--- src/include/irq_bank_map.svh ---
`ifndef IRQ_BANK_MAP_SVH
`define IRQ_BANK_MAP_SVH

// Byte offsets on the register bus
`define OFS_FLAGS_TWO     12'h000
`define OFS_FLAGS_THREE   12'h004
`define OFS_ENABLES_ONE   12'h008
`define OFS_ENABLES_TWO   12'h00C
`define OFS_ENABLES_THREE 12'h010
`define OFS_IRQ_CTRL      12'h014

// Implemented bit masks
`define MASK_TWO          8'hCE
`define MASK_THREE        8'h7F
`define MASK_ONE          8'h7B
`define MASK_THREE_RW     8'h4F
`define MASK_CTRL         8'h07

// Reset values
`define RST_FLAGS         8'h00
`define RST_ENABLES       8'h00
`define RST_CTRL          8'h00

// Flag bit positions, register two
`define BIT_OSC_FAIL      7
`define BIT_COMPARATOR    6
`define BIT_BUS_COLL      3
`define BIT_LOW_VOLT      2
`define BIT_TIMER_THREE   1

// Flag bit positions, register three
`define BIT_DISPLAY       6
`define BIT_SER_RX        5
`define BIT_SER_TX        4
`define BIT_CHARGE_TIME   3
`define BIT_CAPCOMP_TWO   2
`define BIT_CAPCOMP_ONE   1
`define BIT_CALENDAR      0

// Control register bit positions
`define BIT_GROUP_EN      0
`define BIT_GLOBAL_EN     1
`define BIT_PRIO_EN       2
`endif

--- src/include/irq_bank_pkg.sv ---
package irq_bank_pkg;

  typedef enum logic [1:0] {
    CC_OFF     = 2'b00,
    CC_CAPTURE = 2'b01,
    CC_COMPARE = 2'b11,
    CC_PWM     = 2'b10
  } capcomp_mode_e;

  typedef struct packed {
    logic osc_fail;
    logic comparator_change;
    logic bus_collision;
    logic low_voltage;
    logic timer_three_overflow;
    logic display_frame_done;
    logic serial_two_rx_full;
    logic serial_two_tx_empty;
    logic charge_time;
    logic capcomp_one_capture;
    logic capcomp_one_match;
    logic capcomp_two_capture;
    logic capcomp_two_match;
    logic calendar_clock;
  } events_s;

  typedef struct packed {
    capcomp_mode_e capcomp_one_mode;
    capcomp_mode_e capcomp_two_mode;
    logic          display_type_b;
    logic          display_static;
  } modes_s;

  typedef struct packed {
    logic [7:0] prio_one;
    logic [7:0] prio_two;
    logic [7:0] prio_three;
  } prio_s;

endpackage

--- src/hw/peripheral_irq_flag_enable_bank.sv ---
// The implementer's own choices: the APB register port and the address map.
`timescale 1ns/1ps
`include "irq_bank_map.svh"

module peripheral_irq_flag_enable_bank (
  input  wire logic                 pclk,
  input  wire logic                 presetn,
  input  wire logic                 psel,
  input  wire logic                 penable,
  input  wire logic                 pwrite,
  input  wire logic [11:0]          paddr,
  input  wire logic [31:0]          pwdata,
  input  wire logic [3:0]           pstrb,
  output logic      [31:0]          prdata,
  output logic                      pready,
  output logic                      pslverr,
  input  wire irq_bank_pkg::events_s events,
  input  wire irq_bank_pkg::modes_s  modes,
  input  wire irq_bank_pkg::prio_s   prio,
  input  wire logic [7:0]           flags_one,
  output logic                      irq_high_req,
  output logic                      irq_low_req
);
  import irq_bank_pkg::*;

  logic [7:0] flags_two_reg;
  logic [7:0] flags_three_reg;
  logic [7:0] enables_one_reg;
  logic [7:0] enables_two_reg;
  logic [7:0] enables_three_reg;
  logic [7:0] ctrl_reg;
  logic [7:0] flags_two_next;
  logic [7:0] flags_three_next;
  logic [7:0] set_two;
  logic [7:0] set_three;
  logic [7:0] rd_byte;
  logic       rd_hit;
  logic       wr_en;
  logic       wr_lane;
  logic       setup;
  logic [7:0] act_one;
  logic [7:0] act_two;
  logic [7:0] act_three;
  logic       any_high;
  logic       any_low;
  logic       any_all;
  logic       group_en;
  logic       global_en;
  logic       prio_en;

  //////////////////////////////////////////////////////////////////////
  // Bus decode

  assign setup   = psel & ~penable;
  assign wr_en   = psel & penable & pwrite;
  assign wr_lane = pstrb[0];
  assign pready  = 1'b1;

  always_comb begin
    rd_hit  = 1'b1;
    rd_byte = 8'h00;
    case (paddr)
      `OFS_FLAGS_TWO:     rd_byte = flags_two_reg & `MASK_TWO;
      `OFS_FLAGS_THREE:   rd_byte = flags_three_reg & `MASK_THREE;
      `OFS_ENABLES_ONE:   rd_byte = enables_one_reg & `MASK_ONE;
      `OFS_ENABLES_TWO:   rd_byte = enables_two_reg & `MASK_TWO;
      `OFS_ENABLES_THREE: rd_byte = enables_three_reg & `MASK_THREE;
      `OFS_IRQ_CTRL:      rd_byte = ctrl_reg & `MASK_CTRL;
      default:            rd_hit  = 1'b0;
    endcase
  end

  // Read data and error captured in the setup cycle
  always_ff @(posedge pclk or negedge presetn) begin
    if (!presetn) begin
      prdata  <= 32'h0000_0000;
      pslverr <= 1'b0;
    end else if (setup) begin
      prdata  <= {24'h00_0000, rd_byte};
      pslverr <= ~rd_hit;
    end
  end

  //////////////////////////////////////////////////////////////////////
  // Event sets, independent of any enable

  always_comb begin
    set_two = 8'h00;
    set_two[`BIT_OSC_FAIL]    = events.osc_fail;
    set_two[`BIT_COMPARATOR]  = events.comparator_change;
    set_two[`BIT_BUS_COLL]    = events.bus_collision;
    set_two[`BIT_LOW_VOLT]    = events.low_voltage;
    set_two[`BIT_TIMER_THREE] = events.timer_three_overflow;
  end

  always_comb begin
    set_three = 8'h00;
    set_three[`BIT_DISPLAY] = events.display_frame_done
                            & modes.display_type_b
                            & ~modes.display_static;
    set_three[`BIT_CHARGE_TIME] = events.charge_time;
    set_three[`BIT_CAPCOMP_ONE] =
        (modes.capcomp_one_mode == CC_CAPTURE & events.capcomp_one_capture)
      | (modes.capcomp_one_mode == CC_COMPARE & events.capcomp_one_match);
    set_three[`BIT_CAPCOMP_TWO] =
        (modes.capcomp_two_mode == CC_CAPTURE & events.capcomp_two_capture)
      | (modes.capcomp_two_mode == CC_COMPARE & events.capcomp_two_match);
    set_three[`BIT_CALENDAR] = events.calendar_clock;
  end

  // Set wins over a clearing write in the same cycle
  always_comb begin
    flags_two_next = flags_two_reg;
    if (wr_en && wr_lane && paddr == `OFS_FLAGS_TWO) begin
      flags_two_next = pwdata[7:0];
    end
    flags_two_next = (flags_two_next | set_two) & `MASK_TWO;
  end

  always_comb begin
    flags_three_next = flags_three_reg;
    if (wr_en && wr_lane && paddr == `OFS_FLAGS_THREE) begin
      flags_three_next = (pwdata[7:0] & `MASK_THREE_RW)
                       | (flags_three_reg & ~`MASK_THREE_RW);
    end
    flags_three_next = (flags_three_next | set_three) & `MASK_THREE;
    flags_three_next[`BIT_SER_RX] = events.serial_two_rx_full;
    flags_three_next[`BIT_SER_TX] = events.serial_two_tx_empty;
  end

  //////////////////////////////////////////////////////////////////////
  // Flag registers

  always_ff @(posedge pclk or negedge presetn) begin
    if (!presetn) begin
      flags_two_reg <= `RST_FLAGS;
    end else begin
      flags_two_reg <= flags_two_next;
    end
  end

  always_ff @(posedge pclk or negedge presetn) begin
    if (!presetn) begin
      flags_three_reg <= `RST_FLAGS;
    end else begin
      flags_three_reg <= flags_three_next;
    end
  end

  //////////////////////////////////////////////////////////////////////
  // Enable and control registers

  always_ff @(posedge pclk or negedge presetn) begin
    if (!presetn) begin
      enables_one_reg   <= `RST_ENABLES;
      enables_two_reg   <= `RST_ENABLES;
      enables_three_reg <= `RST_ENABLES;
    end else if (wr_en && wr_lane) begin
      case (paddr)
        `OFS_ENABLES_ONE:   enables_one_reg   <= pwdata[7:0] & `MASK_ONE;
        `OFS_ENABLES_TWO:   enables_two_reg   <= pwdata[7:0] & `MASK_TWO;
        `OFS_ENABLES_THREE: enables_three_reg <= pwdata[7:0] & `MASK_THREE;
        default: begin
        end
      endcase
    end
  end

  always_ff @(posedge pclk or negedge presetn) begin
    if (!presetn) begin
      ctrl_reg <= `RST_CTRL;
    end else if (wr_en && wr_lane && paddr == `OFS_IRQ_CTRL) begin
      ctrl_reg <= pwdata[7:0] & `MASK_CTRL;
    end
  end

  //////////////////////////////////////////////////////////////////////
  // Request generation

  assign group_en  = ctrl_reg[`BIT_GROUP_EN];
  assign global_en = ctrl_reg[`BIT_GLOBAL_EN];
  assign prio_en   = ctrl_reg[`BIT_PRIO_EN];

  assign act_one   = flags_one & enables_one_reg & `MASK_ONE;
  assign act_two   = flags_two_reg & enables_two_reg;
  assign act_three = flags_three_reg & enables_three_reg;

  assign any_all  = |{act_one, act_two, act_three};
  assign any_high = |{act_one & prio.prio_one, act_two & prio.prio_two,
                      act_three & prio.prio_three};
  assign any_low  = |{act_one & ~prio.prio_one, act_two & ~prio.prio_two,
                      act_three & ~prio.prio_three};

  // Two levels with priority on, one level otherwise
  always_comb begin
    if (prio_en) begin
      irq_high_req = global_en & any_high;
      irq_low_req  = global_en & group_en & any_low;
    end else begin
      irq_high_req = global_en & group_en & any_all;
      irq_low_req  = 1'b0;
    end
  end

endmodule

--- config.mk ---
export PLATFORM = sky130hd
export DESIGN_NAME = peripheral_irq_flag_enable_bank
export DESIGN_NICKNAME = d
export VERILOG_FILES = /design/src/include/irq_bank_pkg.sv /design/src/hw/peripheral_irq_flag_enable_bank.sv
export VERILOG_INCLUDE_DIRS = /design/src /design/src/include
export SDC_FILE = /design/constraint.sdc
export NUM_CORES = 1
export LEC_CHECK = 0
export ABC_AREA = 1
export BUFFER_PORTS_ARGS = -buffer_cell sky130_fd_sc_hd__buf_2
export CELL_PAD_IN_SITES_DETAIL_PLACEMENT = 0
export CELL_PAD_IN_SITES_GLOBAL_PLACEMENT = 1
export CORE_AREA = 10 10 106 108
export DETAILED_ROUTE_END_ITERATION = 12
export DIE_AREA = 0 0 116 118
export PLACE_DENSITY = 0.8
export SYNTH_ARGS = -nofsm -noshare
export SYNTH_HDL_FRONTEND = slang
export SYNTH_SLANG_ARGS = --single-unit
--- constraint.sdc ---
create_clock -name pclk -period 1.2 [get_ports pclk]
set_input_delay 0 -clock pclk [delete_from_list [all_inputs] [get_ports pclk]]
set_output_delay 0 -clock pclk [all_outputs]
set_load 0.005 [all_outputs]
# After elaboration in Yosys (flattened, before gate mapping)
# Cells that the tools add are included.
[classes]
addsub = 0
mul = 0
div = 0
magnitude_cmp = 0
n_eq_ne = 9
shifts = 0
n_mux = 6
bitwise_logic = 33
n_reduce_logical = 12
[op_table]
columns = ["cell", "count"]
rows = [
  ["case mux 8 bit (6 select lines)", 1],
  ["OR reduction 24 bit", 2],
  ["bitwise AND 7 x 8 -> 8 bit", 4],
  ["bitwise AND 8 bit", 3],
  ["== test 12 x 4 -> 1 bit, second input constant", 2],
  ["== test 12 x 5 -> 1 bit, second input constant", 2],
  ["NOT 8 bit", 3],
  ["OR reduction 22 bit", 1],
  ["bitwise AND 7 bit", 2],
  ["bitwise AND 1 bit", 13],
  ["== test 12 x 3 -> 1 bit, second input constant", 1],
  ["logical NOT 12 bit", 1],
  ["2-to-1 mux 8 bit", 1],
  ["bitwise OR 8 bit", 1],
  ["2-to-1 mux 7 bit", 1],
  ["bitwise OR 7 x 6 -> 7 bit", 1],
  ["bitwise OR 7 bit", 1],
  ["AND reduction 2 bit", 3],
  ["OR reduction 6 bit", 1],
  ["== test 2 x 1 -> 1 bit, second input constant", 2],
  ["== test 2 bit, second input constant", 2],
  ["logical AND 1 bit", 4],
  ["2-to-1 mux 1 bit", 3],
  ["NOT 1 bit", 3],
  ["bitwise OR 1 bit", 2],
]
[totals]
regBits = 42
latchBits = 0
ramBits = 0
mem_bits_ro = 0
inputBits = 105
output_inout_bits = 36
memories = 0

# Longest topological paths before layout
# Gate-level depths: netlist (run 1).
[depth]
depth_word = 6
depth_mapped = 10

# Worst setup path after synthesis (run 1)
# No wires, ideal clock.
[synth_timing]
path_kind = "input-to-reg"
start = "in paddr[11]"
end = "reg enables_one_reg[0]"
arrival_time_ns = 0.847
required_ns = 1.074
slack_ns = 0.228
cell_stages = 5
path_buffers = 1
cell_sequence = "nor2_2 nand2_4 nor4_4 buf_6 o21ai_0"
[synth_via]
elab_chain_cells = 2
[synth_lines]
columns = ["item", "line_no", "rtl"]
rows = [
  ["from (decl)", "peripheral_irq_flag_enable_bank.sv:11", "input wire logic [11:0] paddr,"],
  ["== test 12 x 4 -> 1 bit", "peripheral_irq_flag_enable_bank.sv:159", "case (paddr)"],
  ["AND reduction 2 bit (no source line)", "-", ""],
  ["to (signal assigned)", "peripheral_irq_flag_enable_bank.sv:155", "enables_one_reg <= `RST_ENABLES;"],
  ["to (signal assigned)", "peripheral_irq_flag_enable_bank.sv:160", "`OFS_ENABLES_ONE: enables_one_reg <= pwdata[7:0] & `MASK_ONE;"],
  ["to (decl)", "peripheral_irq_flag_enable_bank.sv:28", "logic [7:0] enables_one_reg;"],
]
# No other way between the ends.
# A chain may end at the register's enable or synchronous reset.

# Worst setup path after layout (run 1)
[layout_timing]
start = "reg enables_one_reg[3]"
end = "out irq_high_req"
[layout_via]
elab_chain_cells = 5
word_cells_on_any_way = 7
[layout_lines]
columns = ["item", "line_no", "rtl"]
rows = [
  ["bitwise AND 7 bit *", "peripheral_irq_flag_enable_bank.sv:184", "assign act_one = flags_one & enables_one_reg & `MASK_ONE;"],
  ["bitwise AND 7 x 8 -> 8 bit", "peripheral_irq_flag_enable_bank.sv:189", "assign any_high = |{act_one & prio.prio_one, act_two & prio.prio_two,"],
  ["OR reduction 24 bit", "peripheral_irq_flag_enable_bank.sv:189", ""],
  ["bitwise AND 1 bit", "peripheral_irq_flag_enable_bank.sv:197", "irq_high_req = global_en & any_high;"],
  ["2-to-1 mux 1 bit *", "peripheral_irq_flag_enable_bank.sv:196", "if (prio_en) begin"],
  ["to (decl)", "peripheral_irq_flag_enable_bank.sv:21", "output logic irq_high_req,"],
]
# Every way passes the cells marked *; elsewhere a longest branch is shown, timed or not.

==> impl_metrics.py, run 1 <==
metrics = {
    "run_status": {
        "status": "finished, violations left",
        "violations": "negative setup slack",
    },
    "clock_tree": {
        "cts_max_level": 2,
        "clk_latency_ps": 300,
        "cts_num_sinks": 42,
        "clkTransAtPathRegs_ps": 90,
        "numCtsBuffers": 5,
        "cts_root_buffer": "clkbuf_8",
        "cts_buffer_depth": 2,
        "cts_tree": "built",
    },
    "synthesis": {
        "yosysTopAreaCell": "dfrtp_1",
        "synth-seq-cells": 42,
        "synth-edff-count": 0,
        "synth_seq_area_share_pct": 37.0,
        "yosys.cell_count.top_type": "nand2_1",
        "synthFlopType": "dfrtp_1",
        "ys_types": 28,
        "yosys_warnings": 0,
        "synthTopCellsByArea": "dfrtp_1 37%, nand2_1 14%, nand3_1 9.0%, buf_4 6.9%, inv_1 4.6%",
        "synthCells": 391,
        "syn_area_um2": 2840,
        "async_flop_share_pct": 100,
        "yosysTopAreaCellShare_pct": 37.0,
        "ys_top_cells_by_count": "109 x nand2_1, 51 x nand3_1, 42 x dfrtp_1",
        "syn_avg_cell_area_um2": 7.27,
    },
    "setup_path": {
        "worst-path-buf-inv": 2,
        "path_class": "reg -> out",
        "crit_chain": "nand2_2 > inv_2 > nand2_2 > nand2_2 > a21oi_2 > nand2_1 > nor2_1 > nand2_1 > nand2_1 > nand2_1 > buf_2",
        "crit_required_ps": 1200,
        "cp_max_fo": 2,
        "critPathSlowestCell": "dfrtp_1",
        "critPathTopFamily": "simple AND/OR/NAND/NOR gates",
        "arrival_ps": 1500,
        "crit_path_end_kind": "output port",
        "critPathLaunchType": "flop",
        "max_stage_delay_ps": 410,
        "path_common_cell": "nand2_1",
    },
    "floorplan": {
        "initial_utilization_pct": 31.2,
        "placeableCoreArea_um2": 9110,
        "die_x_um": 116,
        "dieArea_um2": 13700,
        "die_h_um": 118,
        "row_count": 35,
        "io_pins": 141,
    },
    "grt": {
        "grt_pass1_wl_mm": 15.9,
        "grt_max_degree": 43,
        "gr-total-overflow": 0,
        "antenna_found_initial": 0,
        "grt_pass1_vias": 3205,
        "grt_use_total_pct": 14.3,
    },
    "timing": {
        "min_period_over_period_pct": 125,
        "rsz0062_at_grt": "true",
        "skew_ps": 13.4,
        "period_minus_slack_ps": 1500,
        "fmax_ghz": 0.665,
        "slew_violations": 0,
        "setup_violations": 3,
        "finalWorstSetupSlack_ps": -304,
        "hold_viol": 0,
        "tns_ps": -545,
    },
    "power": {
        "power_frac_clock_pct": 34.5,
        "p_comb_share_pct": 15.5,
        "irDropWorstVdd_mv": 0.376,
        "pwr-share-seq_pct": 49.9,
        "power_w": 0.00287,
        "switchingPower_w": 0.000778,
        "p_leak_nw": 2.20,
        "power_density_nw_per_um2": 722,
        "p_int_w": 0.00209,
        "p_sw_share_pct": 27.1,
    },
    "cells_and_area": {
        "n_fill_cell": 979,
        "fin_cells": 652,
        "multi_input_comb_area_um2": 1520,
        "seq_area_um2": 1050,
        "finalNetCount": 645,
        "largest_reg_flops": 8,
        "area_delta_synth_final_pct": 39.6,
        "layout-drive-gt1-share_pct": 34.6,
        "diodes": 0,
    },
    "detailed_routing": {
        "ant_nets": 0,
        "drt_iter0_markers": 237,
        "wl_per_cell_um": 15.1,
        "detail_route.first_pass.iterations": 5,
        "drc_errors": 0,
        "vias": 2988,
        "wl_mm": 9.81,
        "viasPerCell": 4.58,
    },
    "placed_design": {
        "placedCellCount": 623,
        "gp_congestion": 0.901,
        "pre_cts_slack_ps": -31.6,
        "dp_hpwl_mm": 8.18,
        "port_buffers": 80,
    },
    "hold_path": {
        "hp-class": "in -> reg",
    },
    "job": {
        "cap_violations": 0,
    },
}
## cell families (layout without fill, tap and decap cells)
logic type	count (synthesis)	after routing	share of synthesized area (%)
AOI/OAI and AO/OA	46	46	10.1
other	2	25	0.264
buffers and inverters	70	197	13.5
DFF	42	42	37.0
and+or+nand+nor	231	231	39.2
## worst reg2reg max path, delay by kind of cell (launching register included)
kind / cells / cell delay (ps)
AND/OR/NAND/NOR: 6 / 440
flip-flops: 1 / 410
buffers and inverters: 2 / 270
## power groups by stage
stage	Clock, W	Sequential (W)	Combinational, W
after floorplan	0	0.00146	0.000201
after global placement	0	0.00146	0.000381
after detailed placement	0	0.00146	0.000387
after CTS	0.00103	0.00143	0.000437
after global routing	0.00109	0.00143	0.000503
final	0.000991	0.00143	0.000446
## worst paths after layout
path | slack, ps | end | startpoint | cells after the start
max | -300 | irq_high_req | enables_one_reg[3] | 11
min | 30 | flags_three_reg[1] | events[3] | 3
max reg2reg | -10 | prdata[3] | enables_one_reg[3] | 8
min reg2reg | 480 | prdata[6] | prdata[6] | 2
max in group asynchronous | 790 | prdata[0] | presetn | 3
min in group asynchronous | 190 | enables_one_reg[6] | presetn | 3
## timing repair
action	4_1_cts	5_1_grt
gates resized for setup	4	7
hold endpoints to repair	65	0
setup buffers	0	2
setup endpoints to repair	2	2
hold buffers	19	0
pin swaps	1	2
## cell usage in the layout (no fill, tap or decap), types with 6 or more instances in the layout
| cell | n |
|---|---|
| buf_2 | 80 |
| nor2_2 | 6 |
| o22ai_1 | 6 |
| o21ai_2 | 9 |
| conb_1 | 25 |
| clkbuf_8 | 6 |
| nor2_1 | 31 |
| dfrtp_1 | 42 |
| nand3_1 | 51 |
| dlygate4sd3_1 | 19 |
| nand3b_1 | 6 |
| o21ai_0 | 19 |
| buf_4 | 45 |
| nand2_2 | 16 |
| inv_2 | 7 |
| nand2_1 | 103 |
| inv_1 | 34 |
## layout make-up
class / instances / area share (%)
clock buffers: 6 / 2.08
clock inverters: 2 / 0.315
inverters: 41 / 3.88
multi-input cells: 302 / 38.4
flip-flops and latches: 42 / 26.5
well taps: 111 / 3.50
repair buffers: 148 / 25.4
## through the flow
stage	utilization, %	cell area, um^2	hold slack, ps
CTS	43.2	3940	26.5
floorplan	-	2930	-296
global placement	40.0	3640	-8.87
global route	43.6	3970	23.9
finish	43.6	3970	25.8
detailed placement	40.0	3640	-2.73
## layer usage
| layer | vias up | part of all wire (%) | GRT usage, % |
|---|---|---|---|
| met4 | 0 | 0 | 2.11 |
| li1 | 1521 | - | - |
| met5 | - | 0 | 0 |
| met3 | 0 | 7.6 | 3.77 |
| met2 | 92 | 51 | 24.9 |
| met1 | 1375 | 42 | 17.4 |
(Power assumes the default switching activity.)
==> run 2, diff against run 1 <==
--- a/config.mk
+++ b/config.mk
@@ -6,13 +6,12 @@
 export SDC_FILE = /design/constraint.sdc
 export NUM_CORES = 1
 export LEC_CHECK = 0
-export ABC_AREA = 1
 export BUFFER_PORTS_ARGS = -buffer_cell sky130_fd_sc_hd__buf_2
 export CELL_PAD_IN_SITES_DETAIL_PLACEMENT = 0
 export CELL_PAD_IN_SITES_GLOBAL_PLACEMENT = 1
-export CORE_AREA = 10 10 106 108
+export CORE_AREA = 10 10 101 103
 export DETAILED_ROUTE_END_ITERATION = 12
-export DIE_AREA = 0 0 116 118
+export DIE_AREA = 0 0 111 113
 export PLACE_DENSITY = 0.8
 export SYNTH_ARGS = -nofsm -noshare
 export SYNTH_HDL_FRONTEND = slang
==> run 2 against run 1 <==
  * The flow still finishes with violations (negative setup slack)
  * Sequential power barely moved
  * Via count shrank 6.3%
  * Worst setup slack worse by 370 ps
  * Maximum frequency down 20%
  * Final cell count is 19% lower
==> impl_metrics.py, run 2 <==
metrics = {
    "floorplan": {
        "initial_utilization_pct": 32.5,
        "die_h_um": 113,
        "placeableCoreArea_um2": 8130,
        "io_pins": 141,
        "dieArea_um2": 12500,
        "die_x_um": 111,
        "row_count": 33,
    },
    "run_status": {
        "violations": "negative setup slack",
        "status": "finished, violations left",
    },
    "synthesis": {
        "synthFlopType": "dfrtp_1",
        "synth-edff-count": 0,
        "yosysTopAreaCell": "dfrtp_1",
        "async_flop_share_pct": 100,
        "synth-seq-cells": 42,
        "synth_seq_area_share_pct": 39.7,
        "synthCells": 268,
        "synthTopCellsByArea": "dfrtp_1 40%, mux2_2 11%, buf_4 7.1%, nand3_1 5.1%, nand4_1 4.3%",
        "syn_area_um2": 2650,
        "ys_top_cells_by_count": "42 x dfrtp_1, 27 x nand3_1, 26 x mux2_2",
        "syn_avg_cell_area_um2": 9.87,
        "yosys.cell_count.top_type": "dfrtp_1",
        "yosys_warnings": 0,
        "ys_types": 37,
        "yosysTopAreaCellShare_pct": 39.7,
    },
    "cells_and_area": {
        "layout-drive-gt1-share_pct": 50.2,
        "largest_reg_flops": 8,
        "n_fill_cell": 779,
        "diodes": 0,
        "final_util_pct": 49.3,
        "layout_common_cells": "77 x buf_2, 51 x buf_4, 41 x dfrtp_1",
        "finalNetCount": 525,
        "final_common_cell": "buf_2",
        "area_delta_synth_final_pct": 51.5,
        "final_area_um2": 4010,
    },
    "grt": {
        "grt_use_total_pct": 15.8,
        "antenna_found_initial": 0,
        "grt_max_degree": 43,
        "gr-total-overflow": 0,
        "grt_pass1_vias": 3025,
        "grt_pass1_wl_mm": 16.3,
    },
    "timing": {
        "rsz0062_at_grt": "true",
        "skew_ps": 3.67,
        "slew_violations": 0,
        "min_period_over_period_pct": 156,
        "hold_viol": 0,
        "tns_ps": -2140,
        "setup_violations": 14,
        "period_minus_slack_ps": 1870,
        "fmax_ghz": 0.535,
        "finalWorstSetupSlack_ps": -670,
    },
    "setup_path": {
        "arrival_ps": 1870,
        "critPathLaunchType": "flop",
        "cp_max_fo": 3,
        "crit_required_ps": 1200,
        "crit_path_end_kind": "output port",
        "path_class": "reg -> out",
    },
    "detailed_routing": {
        "wl_per_cell_um": 19.4,
        "drt_iter0_markers": 207,
        "wl_mm": 10.2,
        "drc_errors": 0,
        "vias": 2801,
        "ant_nets": 0,
        "viasPerCell": 5.34,
        "detail_route.first_pass.iterations": 5,
    },
    "placed_design": {
        "placed_area_um2": 3480,
        "gp_congestion": 0.919,
        "dp_hpwl_mm": 7.94,
        "port_buffers": 80,
    },
    "clock_tree": {
        "clkTransAtPathRegs_ps": 80,
        "cts_tree": "built",
        "cts_num_sinks": 42,
        "cts_max_level": 2,
        "cts_buffer_depth": 2,
        "numCtsBuffers": 5,
        "cts_root_buffer": "clkbuf_8",
        "clk_latency_ps": 300,
    },
    "hold_path": {
        "hp-class": "in -> reg",
    },
    "power": {
        "power_density_nw_per_um2": 702,
        "irDropWorstVdd_mv": 0.363,
        "power_w": 0.00282,
        "p_leak_nw": 1.85,
    },
    "job": {
        "cap_violations": 0,
    },
}
==> run 2: changes by cell type after synthesis, sizes merged, moves of 11 or more <==
cell,change
a22oi,+11
o21ai,-27
nor2,-35
nand4,+14
o31ai,+13
inv,-39
nand3,-25
nand2,-99
mux2,+26
==> run 2: final cells by class <==
cell class	count	area (um^2)	area share, %
well taps	105	131	3.28
clock buffers	5	68.8	1.72
multi-input cells	209	1620	40.5
clock inverters	2	10.0	0.250
flip-flops and latches	42	1050	26.2
inverters	2	7.51	0.187
repair buffers	160	1120	27.8
==> run 2: logic make-up (layout without fill, tap and decap cells) <==
family	count (synthesis)	after routing	synth area share, %
buffers and inverters	40	169	9.31
AOI/OAI and AO/OA	47	47	13.0
muxes	32	32	14.3
other	2	25	0.284
DFF	42	42	39.7
and+or+nand+nor	105	105	23.4
==> run 2: worst max-delay path, stage by stage, from the launching register on <==
cell,delay (ps)
dfrtp_1,420
buf_4,160
a22oi_2,180
nand4_1,130
o31a_1,310
o221a_4,240
buf_6,110
==> run 2: what timing repair did <==
action,in CTS,in global routing
setup endpoints to repair,26,24
buffers inserted,5,3
gates resized for setup,30,26
pin swaps,10,16
endpoints found under the hold margin,59,0
hold buffers,17,0
==> run 2: stage by stage <==
step                      hold slack, ps  setup WS [ps]  cells
after floorplan                     -296           -175    291
after global routing                20.3           -693    525
after global placement             -7.06           -348    495
after CTS                           24.2           -653    524
final                               11.1           -670    525
after detailed placement           -3.87           -375    495
==> run 2: final timing paths <==
kind                                        endpoint  depth (start not counted)  slack [ps]          startpoint
max in group asynchronous       enables_three_reg[1]                          3         780             presetn
worst max register to register             prdata[3]                          5        -320  flags_three_reg[3]
worst min register to register             prdata[0]                          2         490           prdata[0]
worst max-delay path                    irq_high_req                          6        -670  enables_two_reg[2]
worst min-delay path                       prdata[0]                          4          10            paddr[8]
min in group asynchronous                  prdata[0]                          3         180             presetn
==> run 2: report_power, final <==
part	switching [W]	total [W]	internal (W)
clock	0.000519	0.000911	0.000392
sequential	0.00000280	0.00142	0.00142
combinational	0.000252	0.000484	0.000231
==> run 2: per-layer routing <==
layer	GRT usage (%)	part of all wire (%)
met4	3.99	1.3
met3	4.65	7.5
met2	26.9	50
met1	19.2	42
met5	0	0
